### config.mk
export PLATFORM = sky130hd
export DESIGN_NAME = dcd_top
export DESIGN_NICKNAME = d
export VERILOG_FILES = /design/src/common/dcd_pkg.sv /design/src/hdl/dcd_top.sv /design/src/hdl/dcd_level_meter.sv /design/src/hdl/dcd_serial_port.sv
export VERILOG_INCLUDE_DIRS = /design/src /design/src/common
export SDC_FILE = /design/constraint.sdc
export NUM_CORES = 1
export LEC_CHECK = 0
export BUFFER_PORTS_ARGS = -buffer_cell sky130_fd_sc_hd__buf_4
export CORE_MARGIN = 4
export CORE_UTILIZATION = 38
export DETAILED_ROUTE_END_ITERATION = 12
export PLACE_DENSITY = 0.61
export SETUP_SLACK_MARGIN = 0.3
export SLEW_MARGIN = 15
export SYNTH_ARGS = -nofsm -noshare
export SYNTH_HDL_FRONTEND = slang
export SYNTH_SLANG_ARGS = --single-unit
### constraint.sdc
create_clock -name pclk -period 2.8 [get_ports pclk]
set_input_delay 0.56 -clock pclk [delete_from_list [all_inputs] [get_ports pclk]]
set_output_delay 0.56 -clock pclk [all_outputs]
set_load 0.01 [all_outputs]
### src/common/dcd_defines.svh
/*
  register map, field positions, reset values and timing counts of the
  ds0 channel drop block. assumes a 32-bit apb with 12-bit byte address.
*/
`ifndef DCD_DEFINES_SVH
`define DCD_DEFINES_SVH
`define DCD_ADDR_W 12
`define DCD_CTRL_OFS 12'h000
`define DCD_STAT_OFS 12'h004
`define DCD_INT_STAT_OFS 12'h008
`define DCD_INT_CLR_OFS 12'h00C
`define DCD_INT_EN_OFS 12'h010
`define DCD_CTRL_FMT_LSB 0
`define DCD_CTRL_CHAN_LSB 8
`define DCD_CTRL_SRC_BIT 16
`define DCD_STAT_SYNC_BIT 0
`define DCD_STAT_BYTE_LSB 8
`define DCD_STAT_LIT_LSB 16
`define DCD_STAT_CLIP_BIT 24
`define DCD_CHAN_RST 5'h18
`define DCD_CHAN_MAX 5'h18
`define DCD_EV_SYNC 0
`define DCD_EV_CLIP 1
`define DCD_EV_INS 2
`define DCD_CLK_PERIOD_NS 40
`define DCD_CLK_MHZ 25
`define DCD_LINK_PERIOD_NS 320
`define DCD_LINK_HALF_CYC ((`DCD_LINK_PERIOD_NS / `DCD_CLK_PERIOD_NS) / 2)
`define DCD_CLIP_HOLD_MS 100
`define DCD_CLIP_HOLD_CYC (`DCD_CLIP_HOLD_MS * 1000 * `DCD_CLK_MHZ)
`define DCD_BAR_SEGS 20
`define DCD_BAR_OFFSET 5'h04
`endif

### src/common/dcd_pkg.sv
/*
  types of the ds0 channel drop block: framing formats, serial phases and
  the packed state of each module. assumes dcd_defines.svh alongside.
*/
package dcd_pkg;
  typedef enum logic [4:0] {
    fmt_esf = 5'h01,
    fmt_loop_carrier = 5'h02,
    fmt_d3d4 = 5'h04,
    fmt_d2 = 5'h08,
    fmt_d1d = 5'h10
  } dcd_fmt_type;

  typedef enum logic [2:0] {
    ph_idle = 3'h1,
    ph_low = 3'h2,
    ph_high = 3'h4
  } dcd_phase_type;

  // d2 channel of timeslot n sits at bits (n-1)*5
  localparam logic [119:0] dcd_d2_tab = {5'h18, 5'h08, 5'h14, 5'h04,
    5'h10, 5'h0A, 5'h16, 5'h06, 5'h12, 5'h02, 5'h0E, 5'h0B, 5'h17,
    5'h07, 5'h13, 5'h03, 5'h0F, 5'h09, 5'h15, 5'h05, 5'h11, 5'h01,
    5'h0D, 5'h0C};

  typedef struct packed {
    dcd_fmt_type fmt;
    logic [4:0] chan;
    logic src_chan;
    logic [7:0] shift;
    logic [7:0] leds;
    logic [7:0] last_byte;
    logic smp_stb;
    logic sync_lost;
    logic [3:0] tens;
    logic [3:0] ones;
    logic drop_bit;
    logic drop_stb;
    logic dl_bit;
    logic dl_stb;
    logic [2:0] ist;
    logic [2:0] ien;
    logic irq;
    logic [31:0] prdata;
    logic pready;
    logic pslverr;
  } dcd_top_type;

  typedef struct packed {
    dcd_phase_type tx_ph;
    logic [2:0] tx_cnt;
    logic tx_clk;
    logic tx_data;
    dcd_phase_type rx_ph;
    logic [2:0] rx_cnt;
    logic rx_clk;
    logic rx_s1;
    logic rx_s2;
    logic ins_bit;
    logic ins_stb;
  } dcd_ser_type;

  typedef struct packed {
    logic [7:0] acc;
    logic [4:0] lit;
    logic [19:0] bar;
    logic [21:0] hold;
    logic clip_led;
    logic clip_evt;
  } dcd_meter_type;
endpackage : dcd_pkg

### src/hdl/dcd_top.sv
/*
  ds0 channel drop and datalink port: channel select, data bit display,
  level meter, serial drop and esf datalink insert, apb registers and irq.
  assumes an upstream t1 framer on pclk giving bit strobes with timeslot,
  bit index and frame number, and taking inserted datalink bits.
*/
`timescale 1ns/100ps
`default_nettype none
`include "dcd_defines.svh"
module dcd_top #(
  parameter int unsigned CLIP_HOLD_CYC = `DCD_CLIP_HOLD_CYC
) (
  // clock and reset
  input wire logic pclk,
  input wire logic presetn,
  // apb slave
  input wire logic psel,
  input wire logic penable,
  input wire logic pwrite,
  input wire logic [11:0] paddr,
  input wire logic [31:0] pwdata,
  output logic [31:0] prdata,
  output logic pready,
  output logic pslverr,
  // upstream framer
  input wire logic fr_sync_lost,
  input wire logic fr_bit_stb,
  input wire logic fr_bit,
  input wire logic [4:0] fr_ts,
  input wire logic [2:0] fr_bit_idx,
  input wire logic [4:0] fr_frame,
  input wire logic fr_dl_req,
  output logic dl_ins_bit,
  output logic dl_ins_stb,
  // serial port pins
  output logic ser_tx_clk,
  output logic ser_tx_data,
  output logic ser_rx_clk,
  input wire logic ser_rx_data,
  // front panel
  output logic [7:0] data_leds,
  output logic sync_loss_led,
  output dcd_pkg::dcd_fmt_type fmt_leds,
  output logic [3:0] chan_tens,
  output logic [3:0] chan_ones,
  output logic [19:0] level_bar,
  output logic clip_led,
  // interrupt
  output logic irq
);
  import dcd_pkg::*;

  dcd_top_type q, d;
  logic [4:0] lit;
  logic clip_evt;
  logic ins_bit;
  logic ins_stb;
  logic ins_req;
  logic [2:0] ev;
  logic [2:0] clr;
  logic acc_wr;
  logic in_chan;
  logic dl_slot;
  logic [31:0] rd;
  logic hit;

  function automatic logic [4:0] chan_of(dcd_fmt_type f,
                                         logic [4:0] ts);
    logic [6:0] base;
    base = 7'(ts - 5'h01) * 7'h05;
    case (f)
      fmt_d1d, fmt_loop_carrier: begin
        if (ts[0]) begin
          chan_of = 5'((ts + 5'h01) >> 1);
        end else begin
          chan_of = 5'h0C + (ts >> 1);
        end
      end
      fmt_d2: chan_of = dcd_d2_tab[base +: 5];
      default: chan_of = ts;
    endcase
  endfunction : chan_of

  dcd_level_meter #(
    .CLIP_HOLD_CYC(CLIP_HOLD_CYC)
  ) u_meter (
    .pclk(pclk),
    .presetn(presetn),
    .smp(q.last_byte),
    .smp_stb(q.smp_stb),
    .bar(level_bar),
    .lit(lit),
    .clip_led(clip_led),
    .clip_evt(clip_evt)
  );

  dcd_serial_port u_ser (
    .pclk(pclk),
    .presetn(presetn),
    .drop_bit(q.drop_bit),
    .drop_stb(q.drop_stb),
    .ins_req(ins_req),
    .ins_bit(ins_bit),
    .ins_stb(ins_stb),
    .ser_tx_clk(ser_tx_clk),
    .ser_tx_data(ser_tx_data),
    .ser_rx_clk(ser_rx_clk),
    .ser_rx_data(ser_rx_data)
  );

  // insertion follows the format only, never source or channel
  assign ins_req = fr_dl_req && (q.fmt == fmt_esf);

  always_comb begin
    d = q;
    ev = 3'h0;
    clr = 3'h0;
    rd = 32'h00000000;
    hit = 1'b1;
    in_chan = 1'b0;
    dl_slot = 1'b0;
    d.pready = 1'b0;
    d.pslverr = 1'b0;
    d.smp_stb = 1'b0;
    d.drop_stb = 1'b0;
    d.dl_stb = 1'b0;
    acc_wr = psel && penable && q.pready && pwrite && !q.pslverr;

    // read decode in the setup cycle so data leaves a flop
    case (paddr)
      `DCD_CTRL_OFS: begin
        rd[`DCD_CTRL_FMT_LSB +: 5] = q.fmt;
        rd[`DCD_CTRL_CHAN_LSB +: 5] = q.chan;
        rd[`DCD_CTRL_SRC_BIT] = q.src_chan;
      end
      `DCD_STAT_OFS: begin
        rd[`DCD_STAT_SYNC_BIT] = q.sync_lost;
        rd[`DCD_STAT_BYTE_LSB +: 8] = q.last_byte;
        rd[`DCD_STAT_LIT_LSB +: 5] = lit;
        rd[`DCD_STAT_CLIP_BIT] = clip_led;
      end
      `DCD_INT_STAT_OFS: rd[2:0] = q.ist;
      `DCD_INT_CLR_OFS: rd = 32'h00000000;
      `DCD_INT_EN_OFS: rd[2:0] = q.ien;
      default: hit = 1'b0;
    endcase
    if (psel && !penable) begin
      d.pready = 1'b1;
      d.pslverr = !hit;
      d.prdata = pwrite ? 32'h00000000 : rd;
    end

    // register writes at the access edge
    if (acc_wr) begin
      case (paddr)
        `DCD_CTRL_OFS: begin
          // an illegal format or channel code keeps the old setting
          if ($onehot(pwdata[`DCD_CTRL_FMT_LSB +: 5])) begin
            d.fmt = dcd_fmt_type'(pwdata[`DCD_CTRL_FMT_LSB +: 5]);
          end
          if (pwdata[`DCD_CTRL_CHAN_LSB +: 5] != 5'h00 &&
              pwdata[`DCD_CTRL_CHAN_LSB +: 5] <= `DCD_CHAN_MAX) begin
            d.chan = pwdata[`DCD_CTRL_CHAN_LSB +: 5];
          end
          d.src_chan = pwdata[`DCD_CTRL_SRC_BIT];
        end
        `DCD_INT_CLR_OFS: clr = pwdata[2:0];
        `DCD_INT_EN_OFS: d.ien = pwdata[2:0];
        default: d.ien = q.ien;
      endcase
    end

    // two-digit channel readout
    if (d.chan >= 5'h14) begin
      d.tens = 4'h2;
      d.ones = 4'(d.chan - 5'h14);
    end else if (d.chan >= 5'h0A) begin
      d.tens = 4'h1;
      d.ones = 4'(d.chan - 5'h0A);
    end else begin
      d.tens = 4'h0;
      d.ones = 4'(d.chan);
    end

    // frame position from the framer locates channel and datalink
    d.sync_lost = fr_sync_lost;
    ev[`DCD_EV_SYNC] = fr_sync_lost && !q.sync_lost;
    if (fr_bit_stb && !fr_sync_lost) begin
      if (fr_ts == 5'h00) begin
        // esf datalink rides odd frames, loop carrier on even ones
        dl_slot = ((q.fmt == fmt_esf) && fr_frame[0]) ||
                  ((q.fmt == fmt_loop_carrier) && !fr_frame[0]);
        if (dl_slot && !q.src_chan) begin
          d.drop_bit = fr_bit;
          d.drop_stb = 1'b1;
        end
      end else begin
        in_chan = (chan_of(q.fmt, fr_ts) == q.chan);
      end
    end
    if (in_chan) begin
      d.shift = {q.shift[6:0], fr_bit};
      if (q.src_chan) begin
        d.drop_bit = fr_bit;
        d.drop_stb = 1'b1;
      end
      if (fr_bit_idx == 3'h7) begin
        d.last_byte = {q.shift[6:0], fr_bit};
        d.leds = {q.shift[6:0], fr_bit};
        d.smp_stb = 1'b1;
      end
    end
    if (fr_sync_lost) begin
      d.leds = 8'h00;
    end

    // sampled insert bits go to the framer only under esf
    if (ins_stb && (q.fmt == fmt_esf)) begin
      d.dl_bit = ins_bit;
      d.dl_stb = 1'b1;
      ev[`DCD_EV_INS] = 1'b1;
    end

    // a clear in the same cycle as a new event loses to the event
    ev[`DCD_EV_CLIP] = clip_evt;
    d.ist = (q.ist & ~clr) | ev;
    d.irq = |(d.ist & d.ien);
  end

  always_ff @(posedge pclk or negedge presetn) begin
    if (!presetn) begin
      q <= '{fmt: fmt_d3d4, chan: `DCD_CHAN_RST, tens: 4'h2,
             ones: 4'h4, default: '0};
    end else begin
      q <= d;
    end
  end

  assign prdata = q.prdata;
  assign pready = q.pready;
  assign pslverr = q.pslverr;
  assign dl_ins_bit = q.dl_bit;
  assign dl_ins_stb = q.dl_stb;
  assign data_leds = q.leds;
  assign sync_loss_led = q.sync_lost;
  assign fmt_leds = q.fmt;
  assign chan_tens = q.tens;
  assign chan_ones = q.ones;
  assign irq = q.irq;
endmodule : dcd_top
`default_nettype wire

### src/hdl/dcd_level_meter.sv
/*
  level bar graph and clipping indicator fed by mu-law samples of the
  selected channel. assumes one strobe per received channel byte.
*/
`timescale 1ns/100ps
`default_nettype none
`include "dcd_defines.svh"
module dcd_level_meter #(
  parameter int unsigned CLIP_HOLD_CYC = `DCD_CLIP_HOLD_CYC
) (
  // clock and reset
  input wire logic pclk,
  input wire logic presetn,
  // samples
  input wire logic [7:0] smp,
  input wire logic smp_stb,
  // indicators
  output logic [19:0] bar,
  output logic [4:0] lit,
  output logic clip_led,
  output logic clip_evt
);
  import dcd_pkg::*;
  dcd_meter_type q, d;
  logic [6:0] mag;
  logic [7:0] tgt;
  logic [8:0] diff;
  logic clip;

  always_comb begin
    d = q;
    d.clip_evt = 1'b0;
    // inverted code: 7F is the largest magnitude of either sign
    mag = ~smp[6:0];
    clip = smp_stb && (mag == 7'h7F);
    // 3 db steps: chord gives 6 db, top mantissa bit halves it
    tgt = {mag[6:3], 4'h0};
    diff = {1'b0, tgt} - {1'b0, q.acc};
    if (smp_stb) begin
      d.acc = q.acc + {{3{diff[8]}}, diff[7:3]};
    end
    if (q.acc[7:4] == 4'h0) begin
      d.lit = 5'h00;
    end else if (({1'b0, q.acc[7:4]} + `DCD_BAR_OFFSET) > 5'h13) begin
      d.lit = 5'h13;
    end else begin
      d.lit = {1'b0, q.acc[7:4]} + `DCD_BAR_OFFSET;
    end
    // hold keeps a single clipped sample visible to the eye
    if (clip) begin
      d.hold = 22'(CLIP_HOLD_CYC);
      d.clip_evt = 1'b1;
    end else if (q.hold != 22'h000000) begin
      d.hold = q.hold - 22'h000001;
    end
    d.clip_led = clip || (q.hold > 22'h000001);
    d.bar = ~(20'hFFFFF << d.lit);
    d.bar[19] = d.clip_led;
  end

  always_ff @(posedge pclk or negedge presetn) begin
    if (!presetn) begin
      q <= '0;
    end else begin
      q <= d;
    end
  end

  assign bar = q.bar;
  assign lit = q.lit;
  assign clip_led = q.clip_led;
  assign clip_evt = q.clip_evt;
endmodule : dcd_level_meter
`default_nettype wire

### src/hdl/dcd_serial_port.sv
/*
  synchronous dce serial port: one gapped clock pulse per dropped bit out,
  one per requested insert bit in. assumes bits arrive slower than the
  link period; a strobe during a pulse is ignored.
*/
`timescale 1ns/100ps
`default_nettype none
`include "dcd_defines.svh"
module dcd_serial_port (
  // clock and reset
  input wire logic pclk,
  input wire logic presetn,
  // drop side
  input wire logic drop_bit,
  input wire logic drop_stb,
  // insert side
  input wire logic ins_req,
  output logic ins_bit,
  output logic ins_stb,
  // pins
  output logic ser_tx_clk,
  output logic ser_tx_data,
  output logic ser_rx_clk,
  input wire logic ser_rx_data
);
  import dcd_pkg::*;
  localparam logic [2:0] HALF = 3'(`DCD_LINK_HALF_CYC);
  dcd_ser_type q, d;

  always_comb begin
    d = q;
    d.ins_stb = 1'b0;
    d.rx_s1 = ser_rx_data;
    d.rx_s2 = q.rx_s1;
    unique case (q.tx_ph)
      ph_idle: if (drop_stb) begin
        d.tx_data = drop_bit;
        d.tx_clk = 1'b0;
        d.tx_cnt = HALF - 3'h1;
        d.tx_ph = ph_low;
      end
      ph_low: if (q.tx_cnt == 3'h0) begin
        d.tx_clk = 1'b1;
        d.tx_cnt = HALF - 3'h1;
        d.tx_ph = ph_high;
      end else begin
        d.tx_cnt = q.tx_cnt - 3'h1;
      end
      ph_high: if (q.tx_cnt == 3'h0) begin
        d.tx_ph = ph_idle;
      end else begin
        d.tx_cnt = q.tx_cnt - 3'h1;
      end
    endcase
    unique case (q.rx_ph)
      ph_idle: if (ins_req) begin
        d.rx_clk = 1'b0;
        d.rx_cnt = HALF - 3'h1;
        d.rx_ph = ph_low;
      end
      ph_low: if (q.rx_cnt == 3'h0) begin
        d.rx_clk = 1'b1;
        d.ins_bit = q.rx_s2;
        d.ins_stb = 1'b1;
        d.rx_cnt = HALF - 3'h1;
        d.rx_ph = ph_high;
      end else begin
        d.rx_cnt = q.rx_cnt - 3'h1;
      end
      ph_high: if (q.rx_cnt == 3'h0) begin
        d.rx_ph = ph_idle;
      end else begin
        d.rx_cnt = q.rx_cnt - 3'h1;
      end
    endcase
  end

  always_ff @(posedge pclk or negedge presetn) begin
    if (!presetn) begin
      q <= '{tx_ph: ph_idle, rx_ph: ph_idle, tx_clk: 1'b1,
             rx_clk: 1'b1, default: '0};
    end else begin
      q <= d;
    end
  end

  assign ins_bit = q.ins_bit;
  assign ins_stb = q.ins_stb;
  assign ser_tx_clk = q.tx_clk;
  assign ser_tx_data = q.tx_data;
  assign ser_rx_clk = q.rx_clk;
endmodule : dcd_serial_port
`default_nettype wire

# [Yosys cells after proc, flatten, opt, wreduce, memory -nomap -nowiden]
# Cells that the tools add are included.
[totals] word_cells=201 ff_bits=158 output_inout_bits=83 inputBits=67
[classes] n_eq_ne=26 shift=2 bitwise=6 multipliers=1 add_sub_neg=15 n_reduce_logical=50 magnitude_cmp=5 mux=59
[ops] cell="120-bit by 8-bit variable part select with 5-bit output, first input constant" n=1
[ops] cell="22-bit two-way mux" n=2
[ops] cell="3-bit two-way mux" n=13
[ops] cell="6-bit case mux with 3 select lines" n=2
[ops] cell="5-bit two-way mux" n=7
[ops] cell="17-bit two-way mux" n=2
[ops] cell="25-bit two-way mux" n=1
[ops] cell="12-bit by 4-bit == test with 1-bit output, second input constant" n=2
[ops] cell="22-bit by 1-bit greater-than comparator with 1-bit output, second input constant" n=1
[ops] cell="22-bit nonzero test" n=1
[ops] cell="22-bit by 1-bit subtractor with 22-bit output, second input constant" n=1
[ops] cell="5-bit case mux with 2 select lines" n=2
[ops] cell="20-bit by 5-bit left shift with 19-bit output, first input constant" n=1
[ops] cell="19-bit inverter" n=1
[ops] cell="6-bit two-way mux" n=3
[ops] cell="8-bit two-way mux" n=2
[ops] cell="3-bit AND reduction" n=5
[ops] cell="1-bit logical AND" n=14
[ops] cell="2-bit two-way mux" n=7
[ops] cell="2-bit AND reduction" n=7
[ops] cell="12-bit by 3-bit == test with 1-bit output, second input constant" n=1
[ops] cell="12-bit by 5-bit == test with 1-bit output, second input constant" n=1
[ops] cell="12-bit zero test" n=1
[ops] cell="1-bit two-way mux" n=11
[ops] cell="47 further kinds" n=75

# [Depth between registers and ports, before layout]
[depth] word_depth=11 depth_mapped=22 ltp_nobuf=16

# [Cells and area by module]
# From an unflattened synthesis, not the netlist that was laid out.
[unflattened] cells_unflattened=1024 area_unflattened_um2=9734.3
[modules_own_cells] mod="dcd_top" instances=1 area_each_um2=5595.4 cells_per_inst=603 seq_area_each_um2=1833.0
[modules_own_cells] mod="dcd_level_meter" instances=1 area_each_um2=3125.5 cells_per_inst=320 seq_area_each_um2=1376.3
[modules_own_cells] mod="dcd_serial_port" instances=1 area_each_um2=1013.5 cells_per_inst=101 seq_area_each_um2=480.5

# [Least setup slack after synthesis]
# Ideal clock, no wire load.
[synth_timing] path_kind="input-to-reg" startpoint="in fr_ts[1]" endpoint="reg q[44] in the netlist's numbering" required_ps=2672 path_stages=19 setup_ps=128 path_slack_ps=-2005 n_path_buf=5 arrival_time_ps=4678 cell_sequence="buf_2 -> inv_1 -> ha_1 -> buf_2 -> inv_1 -> ha_1 -> ha_1 -> fa_1 -> clkbuf_1 -> clkbuf_1 -> o311ai_0 -> o211ai_1 -> mux2i_1 -> or3_1 -> a221oi_2 -> and3_1 -> buf_4 -> o2bb2ai_4 -> mux2_1"
[synth_lines] element="from (decl)" line_no="dcd_top.sv:29" rtl="input wire logic [4:0] fr_ts,"
[synth_lines] element="to (signal assigned)" line_no="dcd_top.sv:232" rtl="q <= '{fmt: fmt_d3d4, chan: `DCD_CHAN_RST, tens: 4'h2,"
[synth_lines] element="to (decl)" line_no="dcd_top.sv:53" rtl="dcd_top_type q, d;"

==> flow_metrics.tcl <==
set metrics [dict create \
    grt_max_degree 52 \
    r2r-end "q[44]$_DFF_PN0_" \
    post-route-period-util_pct 145 \
    hp-class "primary input to asynchronous set/reset pin" \
    synth_edf_count 0 \
    synth_area_leader_cell "dfrtp_1" \
    final_util_pct 52.0 \
    diodes 0 \
    antenna_left 0 \
    ys_seq_area_share_pct 39.3 \
    setup_ws_ps -1250 \
    wl_met1_mm 11.9 \
    place.gp.congestion 0.881 \
    gr-usage-all-layers_pct 20.1 \
    wl_per_cell_um 17.3 \
    syn-cell-area_um2 9380 \
    grt_pass1_vias 7999 \
    path_cells "buf_8 > clkinvlp_4 > ha_4 > buf_6 > xor2_4 > ha_4 > ha_4 > fa_2 > buf_6 > inv_6 > mux4_2 > o21ai_1 > mux2i_1 > or3_1 > a221oi_2 > and3_4 > o2bb2ai_4 > mux2_4" \
    violations "negative setup slack" \
    worstSetupPathType "primary input to register" \
    end_kind "register" \
    drc_errors 0 \
    cts_hold_buf 0 \
    power.total_mw 7.38 \
    crit_path_top_delay_cell "fa_2" \
    wirelength_mm 27.0 \
    viasPerCell 5.13 \
    pin_count 150 \
    rsz0062_at_grt "true" \
    rows 57 \
    worstPathMaxFanout 5 \
    maxCapViolCount 0 \
    max_stage_delay_ps 600 \
    drt_iter0_markers 350 \
    crit_required_ps 3110 \
    min_period_ps 4050 \
    setup_viol 26 \
    regArea_um2 3690 \
    clk_pin_slew_worst_paths_ps 70 \
    dp_cells 1498 \
    start_util_pct 38.6 \
    rrSetupSlack_ps -230 \
    vias 7981 \
    yosysWarnings 0 \
    ys_top_cells_by_area "dfrtp_1, buf_4, ha_1, nand2_1, o21ai_0" \
    multi_input_area_um2 5370 \
    ir_worst_vdd_mv 0.379 \
    clock_latency_ps 430 \
    met3_wirelength_mm 1.56 \
    grt_pass1_wl_mm 42.8 \
    p_per_area_nw_per_um2 584 \
    dr_wl_met2_mm 12.9 \
    fp.dieW_um 165 \
    postSynthCellCount 1014 \
    nFillCells 2208 \
    r2r_cells 11 \
    synthArstFlopShare_pct 100 \
    setup.worst_path.end "q[44]$_DFF_PN0_" \
    antenna_found_initial 0 \
    synth_top_area_share_pct 36.8 \
    die_h_um 165 \
    cts_tree "yes" \
    tightest_slew_ps 642 \
    hpwl_mm 20.0 \
    skew_ps 9.59 \
    port_buffers 109 \
    cpLargestDelayFamily "adder cells" \
    cts_buffer_depth 2 \
    setup-tns-final_ps -29640 \
    grt.overflow.total 0 \
    nets 1332 \
    syn_to_final_growth_pct 34.7 \
    worstSetupStartpoint "fr_ts[0]" \
    status "finished, violations left" \
    timing.rr.start "fmt_leds[0]$_DFFE_PN0P_" \
    path_buf_inv 5 \
    core_area_um2 24300 \
    cts_buffers 17 \
    final_cells 1555 \
    crit_top_cell "ha_4" \
    path_depth 18 \
    synth.distinct_cells 86 \
    startpoint_type "primary input" \
    cp.arrival_ps 4370 \
    top_layer_used "met4" \
    dieArea_um2 27300 \
    synth_seq_cells 147 \
    drv_slew 0 \
    synth.avg_cell_area_um2 9.25 \
    maxSlewHeadroom_pct 56.9 \
    fmax_mhz 247 \
    cts_root_buffer "clkbuf_16" \
    synth_ff_type "dfrtp_1" \
    holdWs_ps 75.7 \
    drive_gt1_share_pct 39.2 \
    cts_num_sinks 147 \
    first_pass_iters 5 \
    leakagePower_nw 6.12 \
    cts-htree-levels 4 \
    hold_violations 0 \
]
[where the power goes]
group	switching (mW)	internal, mW
combinational	1.29	1.28
clock	1.04	1.18
sequential	0.230	2.36
total	2.56	4.82
[registers in the layout (all words and copies together), names as in the netlist]
register,flops
chan_tens,2
chan_ones,4
pslverr,1
u_meter.bar,20
data_leds,8
u_ser.ins_stb,1
u_meter.q,30
u_ser.d,1
q,29
u_ser.ser_tx_clk,1
prdata,19
dl_ins_bit,1
sync_loss_led,1
u_ser.q,13
u_ser.ser_tx_data,1
u_ser.ins_bit,1
irq,1
u_meter.lit,4
fmt_leds,5
dl_ins_stb,1
u_ser.ser_rx_clk,1
u_meter.clip_evt,1
pready,1
[cell usage in the layout, fill, tap and decap left out, drive strengths merged, types with 5 or more instances in the layout]
master / instances
buf: 293
dfrtp: 138
nand2: 109
nor2: 74
o21ai: 68
inv: 60
a21oi: 47
ha: 43
xnor2: 27
nand3: 26
nor3: 24
nor2b: 20
clkbuf: 18
mux2i: 18
nand2b: 16
conb: 15
mux2: 15
a22o: 13
a211oi: 12
xor2: 12
o211ai: 10
nor4: 10
a21o: 9
dfstp: 9
and3: 9
a222oi: 7
or3: 7
or2: 7
clkinv: 7
or4: 6
a2111oi: 6
o31ai: 5
mux4: 5
o21a: 5
a31oi: 5
nor3b: 5
[stage by stage]
step                      worst slack (ps)  area, µm²
after floorplan                      -1570       9800
after global placement               -1810      11400
after detailed placement             -1850      11400
after CTS                            -1240      12400
after global routing                 -1410      12600
final                                -1250      12600
[cell usage after synthesis (4+ instances only)]
master	n
dfrtp_1	138
nand2_1	109
buf_4	75
nor2_1	74
o21ai_0	67
inv_1	53
a21oi_1	47
ha_1	43
clkbuf_1	32
xnor2_1	24
nand3_1	23
nor3_1	23
nor2b_1	20
mux2i_1	18
nand2b_1	16
mux2_2	14
a22o_1	13
a211oi_1	12
buf_2	12
xor2_1	12
a21o_1	9
and3_1	9
dfstp_2	9
o211ai_1	9
nor4_1	8
a222oi_1	7
or2_2	7
or3_1	7
a2111oi_0	6
mux4_2	5
o31ai_1	5
or4_1	5
a31oi_1	4
and2_1	4
fa_1	4
nand3b_1	4
nor3b_1	4
o21a_1	4
[area by class of cell]
class	instances	area share (%)
inverter	56	1.75
sequential	147	29.2
timing repair buffer	294	18.8
multi-input combinational	702	42.5
clock inverter	15	1.18
tap	324	3.21
clock buffer	17	3.37
[how the worst min path moves through the flow]
stage	endpoint	cells after the start	slack, ps
after floorplan	chan_ones[0]$_DFF_PN0_	0	260
after global placement	u_ser.q[2]$_DFF_PN0_	0	330
after detailed placement	u_ser.q[2]$_DFF_PN0_	0	340
after CTS	u_meter.q[5]$_DFFE_PN0P_	1	90
after global routing	u_meter.q[5]$_DFFE_PN0P_	1	110
final	u_meter.q[5]$_DFFE_PN0P_	1	80
[routing by layer]
metal,GRT usage (%),vias up
met5,0,-
met4,6.54,0
met3,4.62,47
met2,32.4,208
met1,26.8,3830
li1,-,3896
[repair_timing]
item / 4_1_cts / 5_1_grt
buffers inserted: 17 / 5
pin swaps: 35 / 27
resized for setup: 55 / 55
cloned: 1 / 2
setup endpoints to repair: 56 / 65
[logic make-up after synthesis]
kind of cell | Yosys count | share of synthesized area [%]
xor+xnor | 40 | 4.24
mux | 38 | 4.92
compound gates | 228 | 16.5
flops | 147 | 39.3
buf+inv | 179 | 10.6
other cells | 1 | 0.0400
simple gates | 334 | 17.8
fa+ha+maj | 47 | 6.59
Power figures use the tool's default switching activity.
